--- config.mk ---
export PLATFORM = sky130hd
export DESIGN_NAME = interrupt_vector_priority
export DESIGN_NICKNAME = d
export VERILOG_FILES = /design/src/core/irq_vector_pkg.sv /design/src/core/interrupt_vector_priority.sv
export SDC_FILE = /design/constraint.sdc
export NUM_CORES = 1
export LEC_CHECK = 0
export ABC_AREA = 1
export BUFFER_PORTS_ARGS = -buffer_cell sky130_fd_sc_hd__buf_4
export CAP_MARGIN = 20
export CORE_MARGIN = 1
export CORE_UTILIZATION = 55
export CTS_CLUSTER_SIZE = 14
export DETAILED_ROUTE_END_ITERATION = 10
export GPL_TIMING_DRIVEN = 0
export PLACE_DENSITY = 0.85
export REMOVE_ABC_BUFFERS = 1
export SLEW_MARGIN = 25
export SYNTH_ARGS = -nofsm -noshare
export SYNTH_HDL_FRONTEND = slang
export SYNTH_SLANG_ARGS = --single-unit
--- constraint.sdc ---
create_clock -name mclk -period 2.35 [get_ports mclk]
set_input_delay 0 -clock mclk [delete_from_list [all_inputs] [get_ports mclk]]
set_output_delay 0 -clock mclk [all_outputs]
set_load 0.02 [all_outputs]
--- src/core/irq_vector_pkg.sv ---
package irq_vector_pkg;
   localparam int SRC_N = 21;
   localparam int VEC_N = 32;
   localparam int STACK_BYTES = 5;
   localparam logic [4:0] VEC_RESET = 5'h00;
   localparam logic [4:0] VEC_TRAP = 5'h01;
   localparam logic [15:0] VEC_TOP = 16'hFFFE;
   localparam int SRC_LOWV_DET = 1;
   localparam int SRC_LOWV_WARN = 2;
   localparam int SRC_CMP1 = 18;
   localparam int SRC_CMP2 = 19;
   // register offsets
   localparam logic [3:0] REG_FLAG0 = 4'h0;
   localparam logic [3:0] REG_FLAG1 = 4'h1;
   localparam logic [3:0] REG_FLAG2 = 4'h2;
   localparam logic [3:0] REG_EN0 = 4'h3;
   localparam logic [3:0] REG_EN1 = 4'h4;
   localparam logic [3:0] REG_EN2 = 4'h5;
   localparam logic [3:0] REG_PEND = 4'h6;
   localparam logic [3:0] REG_ISTAT = 4'h7;
   localparam logic [3:0] REG_IMASK = 4'h8;
   localparam logic [3:0] REG_LASTVEC = 4'h9;
   localparam logic [3:0] REG_RSTCTL = 4'hA;
   localparam logic [7:0] RSTCTL_RESET = 8'h07;
   localparam int IST_TAKEN = 0;
   localparam int IST_RESET = 1;
   localparam int IST_TRAP = 2;
   localparam int RC_WDOG = 0;
   localparam int RC_LOWV = 1;
   localparam int RC_PIN = 2;

   typedef enum logic [4:0] {
      ST_IDLE = 5'b00001,
      ST_PUSH = 5'b00010,
      ST_FHI = 5'b00100,
      ST_FLO = 5'b01000,
      ST_LOAD = 5'b10000
   } seq_state_t;

   typedef struct packed {
      logic [15:0] pc;
      logic [7:0] x;
      logic [7:0] a;
      logic [7:0] condition_code_reg;
   } cpu_regs_t;

   typedef struct packed {
      logic valid;
      logic [7:0] data;
   } stack_push_t;

   typedef struct packed {
      logic rd;
      logic [15:0] addr;
   } vec_fetch_t;

   function automatic logic [4:0] src_vector(input int s);
      logic [4:0] v;
      v = 5'h00;
      unique case (s)
         0: v = 5'h02;
         1, 2: v = 5'h03;
         3, 4, 5, 6, 7, 8, 9, 10: v = 5'(s + 1);
         11, 12, 13, 14, 15, 16, 17: v = 5'(s + 2);
         18, 19: v = 5'h14;
         20: v = 5'h18;
         default: v = 5'h00;
      endcase
      return v;
   endfunction

   // high byte at the lower address
   function automatic logic [15:0] vec_addr(input logic [4:0] n,
                                            input logic lo);
      return VEC_TOP - {10'h000, n, 1'b0} + {15'h0000, lo};
   endfunction
endpackage

--- src/core/interrupt_vector_priority.sv ---
// Design decisions made here: the register offsets and strobed register access.
`timescale 1ns/100ps
`default_nettype none
module interrupt_vector_priority #(
   parameter int MASK_BIT_POS = 3
) (
   input wire logic mclk,
   input wire logic rst_b,
   input wire logic [3:0] reg_addr,
   input wire logic [7:0] reg_wdata,
   input wire logic reg_wr,
   input wire logic reg_rd,
   output logic [7:0] reg_rdata,
   input wire logic [irq_vector_pkg::SRC_N-1:0] event_in,
   input wire logic reset_pin_b,
   input wire logic watchdog_timeout,
   input wire logic lowv_reset_req,
   input wire logic illegal_opcode,
   input wire logic illegal_address,
   input wire logic por_req,
   input wire logic instr_boundary,
   input wire logic software_trap,
   input wire irq_vector_pkg::cpu_regs_t cpu,
   input wire logic [7:0] mem_rdata,
   output irq_vector_pkg::stack_push_t stack,
   output irq_vector_pkg::vec_fetch_t fetch,
   output logic global_mask_set,
   output logic [15:0] new_pc,
   output logic new_pc_load,
   output logic cpu_req,
   output logic irq
);
   localparam int N = irq_vector_pkg::SRC_N;

   // the mask bit has to name a bit of the condition code byte
   if (MASK_BIT_POS < 0 || MASK_BIT_POS > 7)
   begin
      $error("mask bit position out of range");
   end

   // ==========================================================
   // flags, enables and priority
   logic [N-1:0] flags;
   logic [N-1:0] enable;
   logic [N-1:0] qual;
   logic [N-1:0] flag_clr;
   logic [23:0] wbyte;
   logic [31:0] pend_vec;
   logic [4:0] pend_sel;
   wire pend_valid = |pend_vec;
   wire clr_hit0 = reg_wr && reg_addr == irq_vector_pkg::REG_FLAG0;
   wire clr_hit1 = reg_wr && reg_addr == irq_vector_pkg::REG_FLAG1;
   wire clr_hit2 = reg_wr && reg_addr == irq_vector_pkg::REG_FLAG2;

   assign wbyte = {reg_wdata, reg_wdata, reg_wdata};
   assign flag_clr = N'(wbyte & {{8{clr_hit2}}, {8{clr_hit1}}, {8{clr_hit0}}});
   assign qual = flags & enable;
   assign cpu_req = |qual;

   always_comb
   begin
      pend_vec = 32'h0000_0000;
      for (int s = 0; s < N; s++)
         if (qual[s])
            pend_vec[irq_vector_pkg::src_vector(s)] = 1'b1;
   end

   always_comb
   begin
      pend_sel = 5'h1F;
      for (int v = irq_vector_pkg::VEC_N - 1; v >= 0; v--)
         if (pend_vec[v])
            pend_sel = 5'(v);
   end

   always_ff @(posedge mclk or negedge rst_b)
   begin
      if (!rst_b)
         flags <= '0;
      // set wins over clear, no enable
      else
         flags <= (flags & ~flag_clr) | event_in;
   end

   // ==========================================================
   // reset causes
   logic [2:0] pin_sync;
   logic pin_low;
   logic [7:0] rstctl;
   logic reset_hit;

   always_ff @(posedge mclk or negedge rst_b)
   begin
      if (!rst_b)
      begin
         pin_sync <= 3'b111;
         pin_low <= 1'b0;
      end
      else
      begin
         pin_sync <= {pin_sync[1:0], reset_pin_b};
         if (pin_sync[1] == pin_sync[2])
            pin_low <= !pin_sync[2];
      end
   end

   assign reset_hit =
      (watchdog_timeout && rstctl[irq_vector_pkg::RC_WDOG]) ||
      (lowv_reset_req && rstctl[irq_vector_pkg::RC_LOWV]) ||
      (pin_low && rstctl[irq_vector_pkg::RC_PIN]) ||
      illegal_opcode || illegal_address || por_req;

   // ==========================================================
   // sequencer
   irq_vector_pkg::seq_state_t state;
   irq_vector_pkg::cpu_regs_t saved;
   logic [2:0] cnt;
   logic [4:0] vec;
   logic [4:0] accept_vec;
   logic trap_run;
   logic [7:0] hi_byte;
   wire in_idle = state == irq_vector_pkg::ST_IDLE;
   wire last_push = state == irq_vector_pkg::ST_PUSH &&
                    cnt == 3'(irq_vector_pkg::STACK_BYTES - 1);
   // boundary and mask clear, trap always
   wire accept = in_idle && instr_boundary && !reset_hit &&
                 (software_trap ||
                  (cpu_req && !cpu.condition_code_reg[MASK_BIT_POS]));
   wire [4:0] next_vec = trap_run ? irq_vector_pkg::VEC_TRAP :
                         pend_valid ? pend_sel : accept_vec;

   always_comb
   begin
      stack.valid = state == irq_vector_pkg::ST_PUSH;
      unique case (cnt)
         3'h0: stack.data = saved.pc[7:0];
         3'h1: stack.data = saved.pc[15:8];
         3'h2: stack.data = saved.x;
         3'h3: stack.data = saved.a;
         default: stack.data = saved.condition_code_reg;
      endcase
   end
   assign fetch.rd = state == irq_vector_pkg::ST_FHI ||
                     state == irq_vector_pkg::ST_FLO;
   assign fetch.addr = irq_vector_pkg::vec_addr(vec,
                       state == irq_vector_pkg::ST_FLO);

   always_ff @(posedge mclk or negedge rst_b)
   begin
      if (!rst_b)
      begin
         state <= irq_vector_pkg::ST_IDLE;
         cnt <= 3'd0;
         vec <= 5'h00;
         accept_vec <= 5'h00;
         trap_run <= 1'b0;
         saved <= '0;
         hi_byte <= 8'h00;
         new_pc <= 16'h0000;
         new_pc_load <= 1'b0;
         global_mask_set <= 1'b0;
      end
      else
      begin
         new_pc_load <= 1'b0;
         global_mask_set <= 1'b0;
         if (reset_hit)
         begin
            state <= irq_vector_pkg::ST_FHI;
            vec <= irq_vector_pkg::VEC_RESET;
         end
         else
         begin
            unique case (state)
               irq_vector_pkg::ST_IDLE:
                  if (accept)
                  begin
                     state <= irq_vector_pkg::ST_PUSH;
                     cnt <= 3'd0;
                     saved <= cpu;
                     trap_run <= software_trap;
                     accept_vec <= pend_sel;
                  end
               irq_vector_pkg::ST_PUSH:
               begin
                  cnt <= cnt + 3'd1;
                  if (last_push)
                  begin
                     state <= irq_vector_pkg::ST_FHI;
                     vec <= next_vec;
                     global_mask_set <= 1'b1;
                  end
               end
               irq_vector_pkg::ST_FHI:
                  state <= irq_vector_pkg::ST_FLO;
               irq_vector_pkg::ST_FLO:
               begin
                  hi_byte <= mem_rdata;
                  state <= irq_vector_pkg::ST_LOAD;
               end
               irq_vector_pkg::ST_LOAD:
               begin
                  new_pc <= {hi_byte, mem_rdata};
                  new_pc_load <= 1'b1;
                  state <= irq_vector_pkg::ST_IDLE;
               end
            endcase
         end
      end
   end

   // ==========================================================
   // event status, mask and registers
   logic [7:0] istat;
   logic [7:0] imask;
   logic [7:0] ev;
   logic [7:0] rdata_mux;
   logic [23:0] flags_w;
   logic [23:0] en_w;
   wire istat_rd = reg_rd && reg_addr == irq_vector_pkg::REG_ISTAT;

   assign ev = {5'h00, last_push && trap_run, reset_hit,
                last_push && !trap_run};
   assign irq = |(istat & imask);
   assign flags_w = 24'(flags);
   assign en_w = 24'(enable);

   always_comb
   begin
      unique case (reg_addr)
         irq_vector_pkg::REG_FLAG0: rdata_mux = flags_w[7:0];
         irq_vector_pkg::REG_FLAG1: rdata_mux = flags_w[15:8];
         irq_vector_pkg::REG_FLAG2: rdata_mux = flags_w[23:16];
         irq_vector_pkg::REG_EN0: rdata_mux = en_w[7:0];
         irq_vector_pkg::REG_EN1: rdata_mux = en_w[15:8];
         irq_vector_pkg::REG_EN2: rdata_mux = en_w[23:16];
         irq_vector_pkg::REG_PEND: rdata_mux = {pend_valid, 2'b00, pend_sel};
         irq_vector_pkg::REG_ISTAT: rdata_mux = istat;
         irq_vector_pkg::REG_IMASK: rdata_mux = imask;
         irq_vector_pkg::REG_LASTVEC: rdata_mux = {3'b000, vec};
         irq_vector_pkg::REG_RSTCTL: rdata_mux = rstctl;
         default: rdata_mux = 8'h00;
      endcase
   end

   always_ff @(posedge mclk or negedge rst_b)
   begin
      if (!rst_b)
      begin
         enable <= '0;
         istat <= 8'h00;
         imask <= 8'h00;
         rstctl <= irq_vector_pkg::RSTCTL_RESET;
         reg_rdata <= 8'h00;
      end
      else
      begin
         // set wins over clear on read
         istat <= (istat & {8{!istat_rd}}) | ev;
         reg_rdata <= reg_rd ? rdata_mux : 8'h00;
         if (reg_wr)
         begin
            unique case (reg_addr)
               irq_vector_pkg::REG_EN0: enable[7:0] <= reg_wdata;
               irq_vector_pkg::REG_EN1: enable[15:8] <= reg_wdata;
               irq_vector_pkg::REG_EN2: enable[N-1:16] <= reg_wdata[N-17:0];
               irq_vector_pkg::REG_IMASK: imask <= reg_wdata;
               irq_vector_pkg::REG_RSTCTL: rstctl <= reg_wdata;
               default: ;
            endcase
         end
      end
   end
endmodule
`default_nettype wire

==> flow_summary.toml <==
[placement]
portBuffers = 136
placedCellCount = 1174
place_hpwl_um = 13200
gp_congestion = 0.9561

[final_layout]
diodes = 0
syn_to_final_growth_pct = 34.87
drive_gt1_share_pct = 17.47
final_util_pct = 75.80
nNetsFinal = 1205
finalNonFillerCells = 1292

[floorplan]
die_w_um = 118.1
die_area_um2 = 13950
die_h_um = 118.1
io_pins = 147
start_util_pct = 56.20
rows = 42
coreArea_um2 = 13190

[clocking]
clk_pin_slew_worst_paths_ps = 60
numCtsBuffers = 17
tritoncts = "yes"
htree_num_levels = 4
clk_latency_ps = 420
clkSinkCount = 163
clockBufferDepth = 2
root_buffer = "clkbuf_16"

[global_route]
grt_remaining_overflow = 0
grt_max_degree = 87
gr-usage-all-layers_pct = 33.72
antenna_found_initial = 0
grt_pass1_wl_um = 36140
first_global_vias = 7195

[synthesis]
ys_types = 42
synth_area_um2 = 7413
synth_seq_area_share_pct = 55.14
syn_avg_cell_area_um2 = 8.367
yosys.area.top_type_share_pct = 52.66
synth_seq_cells = 163
synth_top_area_cell = "dfrtp_1"
synthTopCellsByArea = "dfrtp_1, nand2_1, o21ai_0"
netlist_instances = 886
ys_warn_count = 0

[routing]
ant_nets = 0
avgRoutedWirePerCell_um = 17.75
vias_per_cell = 5.550
drtPass1Iterations = 6
drt-total-wl_um = 22940
drtIter0Drc = 912
num_vias = 7170
drc = 0

[sta]
max_slew_margin_pct = 50.86
min_period_ps = 2353
worst_pin_slew_ps = 734.5
setup_violations = 1
timing_hold_violations_final = 0
clock.fmax_mhz = 424.9
finalWorstSetupSlack_ps = -3.325
whs_ps = 18.00
finalCritPeriodShare_pct = 100.1
finClkSkew_ps = 5.591
rsz0062_at_grt = "false"
drv_slew = 0

[run]
drv_cap = 0

[setup_path]
crit_required_ps = 2350
crit_path_max_incr_delay_ps = 540
rr_worst_depth = 12
worstPathArrival_ps = 2350
critPathKind = "flop to output pin"
crit_chain = "clkinv_4, ha_2, a221oi_1, a31oi_1, buf_4"
cp_max_fo = 26
endpoint_kind = "output pin"
critPathLaunch = "cnt[2]"
critPathSlowestCell = "dfrtp_2"
cp-start-kind = "flop"
r2r-start = "enable[12]"

[power]
peakVddDrop_mv = 0.5135
p_per_area_nw_per_um2 = 678.0
power_mw = 6.779
leakagePower_nw = 5.021

[worst_hold_path]
hold_path_class = "input pin to flop"
whs_path_depth = 3
worstHoldStart = "reg_wdata[2]"

[outcome]
violations = "setup timing"
outcome = "complete, but fails checks"
## flip-flops by register name, summed over array words and instances, names as in the netlist, 8 cells and up
register / flops
rstctl: 8
istat: 8
saved: 40
reg_rdata: 8
flags: 21
imask: 8
hi_byte: 8
enable: 21
new_pc: 16
## worst paths after layout
check                               endpoint  slack (ps)
worst min-delay path               enable[2]          20
worst max-delay path                stack[5]          -3
max in group asynchronous        pin_sync[0]        1340
worst min register to register   pin_sync[1]         350
min in group asynchronous       reg_rdata[4]         190
worst max register to register      saved[8]         160
## critical path, delay by kind of cell (launching register included)
kind / cells / cell delay [ps]
buf+inv: 2 / 450
compound gates: 2 / 600
flops: 1 / 540
fa+ha+maj: 1 / 340
## area by class of cell
| class | count | area (µm²) |
|---|---|---|
| clock buffers | 23 | 488.0 |
| clock inverters | 5 | 77.57 |
| fillers | 856 | 3192 |
| inverters | 95 | 369.1 |
| multi-input cells | 605 | 2823 |
| flip-flops and latches | 163 | 4089 |
| well taps | 176 | 220.2 |
| repair buffers | 225 | 1932 |
## placed cells by master (no fill, tap or decap), types with 3 or more instances in the layout
cell type	count
nand2_1	341
dfrtp_1	155
buf_4	137
inv_1	89
dlygate4sd3_1	86
o21ai_0	83
nor2_1	45
nand3_1	27
a221oi_1	20
clkbuf_16	17
a31oi_1	15
o21ai_1	11
conb_1	10
dfstp_2	7
o22ai_1	6
a21oi_1	5
nor2_2	4
nand4_1	4
ha_1	4
clkbuf_8	4
inv_2	3
nor3_1	3
o21bai_1	3
## metrics by stage
step / area, µm² / setup WS (ps) / setup TNS [ps]
detailed placement: 8508 / -429.5 / -16630
floorplan: 7232 / 242.6 / 0
CTS: 9958 / 6.045 / 0
global route: 9998 / 3.304 / 0
finish: 9998 / -3.325 / -3.325
global placement: 8473 / -425.2 / -16630
## cells by family (layout without fill, tap and decap cells)
| logic type | after synthesis | count (layout) | synth area share (%) |
|---|---|---|---|
| simple gates | 433 | 435 | 23.76 |
| buf+inv | 129 | 348 | 7.713 |
| compound gates | 155 | 155 | 12.49 |
| flops | 163 | 163 | 55.14 |
| fa+ha+maj | 5 | 5 | 0.8439 |
| other cells | 1 | 10 | 0.05058 |
## synthesized netlist by cell type
cell / count
nand2_1: 342
dfrtp_1: 156
inv_1: 89
o21ai_0: 83
nor2_1: 46
nand3_1: 27
a221oi_1: 20
a31oi_1: 15
buf_4: 15
o21ai_1: 11
clkbuf_1: 10
dfstp_2: 7
o22ai_1: 6
a21oi_1: 5
ha_1: 5
buf_1: 4
buf_6: 4
inv_2: 4
nand4_1: 4
nor2_2: 3
nor3_1: 3
o21bai_1: 3
clkinv_1: 2
nor4_4: 2
o2111ai_1: 2
o211ai_1: 2
a2111oi_0: 1
a21boi_0: 1
a22o_1: 1
a41oi_1: 1
buf_2: 1
conb_1: 1
nand2_2: 1
nand3_4: 1
nor3_2: 1
nor3_4: 1
nor4_2: 1
o21ai_2: 1
o221ai_1: 1
o2bb2ai_1: 1
o41ai_1: 1
or2_2: 1
## metal layers
layer  GRT usage (%)  wire [µm]  vias to the layer above
li1                -          -                     3278
met1           41.67       8872                     3399
met2           55.74      11170                      418
met3           7.994       2021                       75
met4           16.27        872                        0
met5               0          0                        -
## report_power, final
| group | internal, mW | switching [mW] | total (mW) | leakage, nW |
|---|---|---|---|---|
| combinational | 0.411 | 0.560 | 0.971 | 2.68 |
| sequential | 2.98 | 0.135 | 3.12 | 2.06 |
| clock | 1.65 | 1.04 | 2.69 | 0.277 |
| total | 5.04 | 1.74 | 6.78 | 5.02 |
## what timing repair did
action,4_1_cts,5_1_grt
pin swaps,1,1
setup buffers,0,2
endpoints found under the setup margin,49,56
hold buffers,86,0
gates resized for setup,6,4
endpoints found under the hold margin,183,0
gates cloned,1,1
Note: power is estimated with default switching activity, not from simulation.
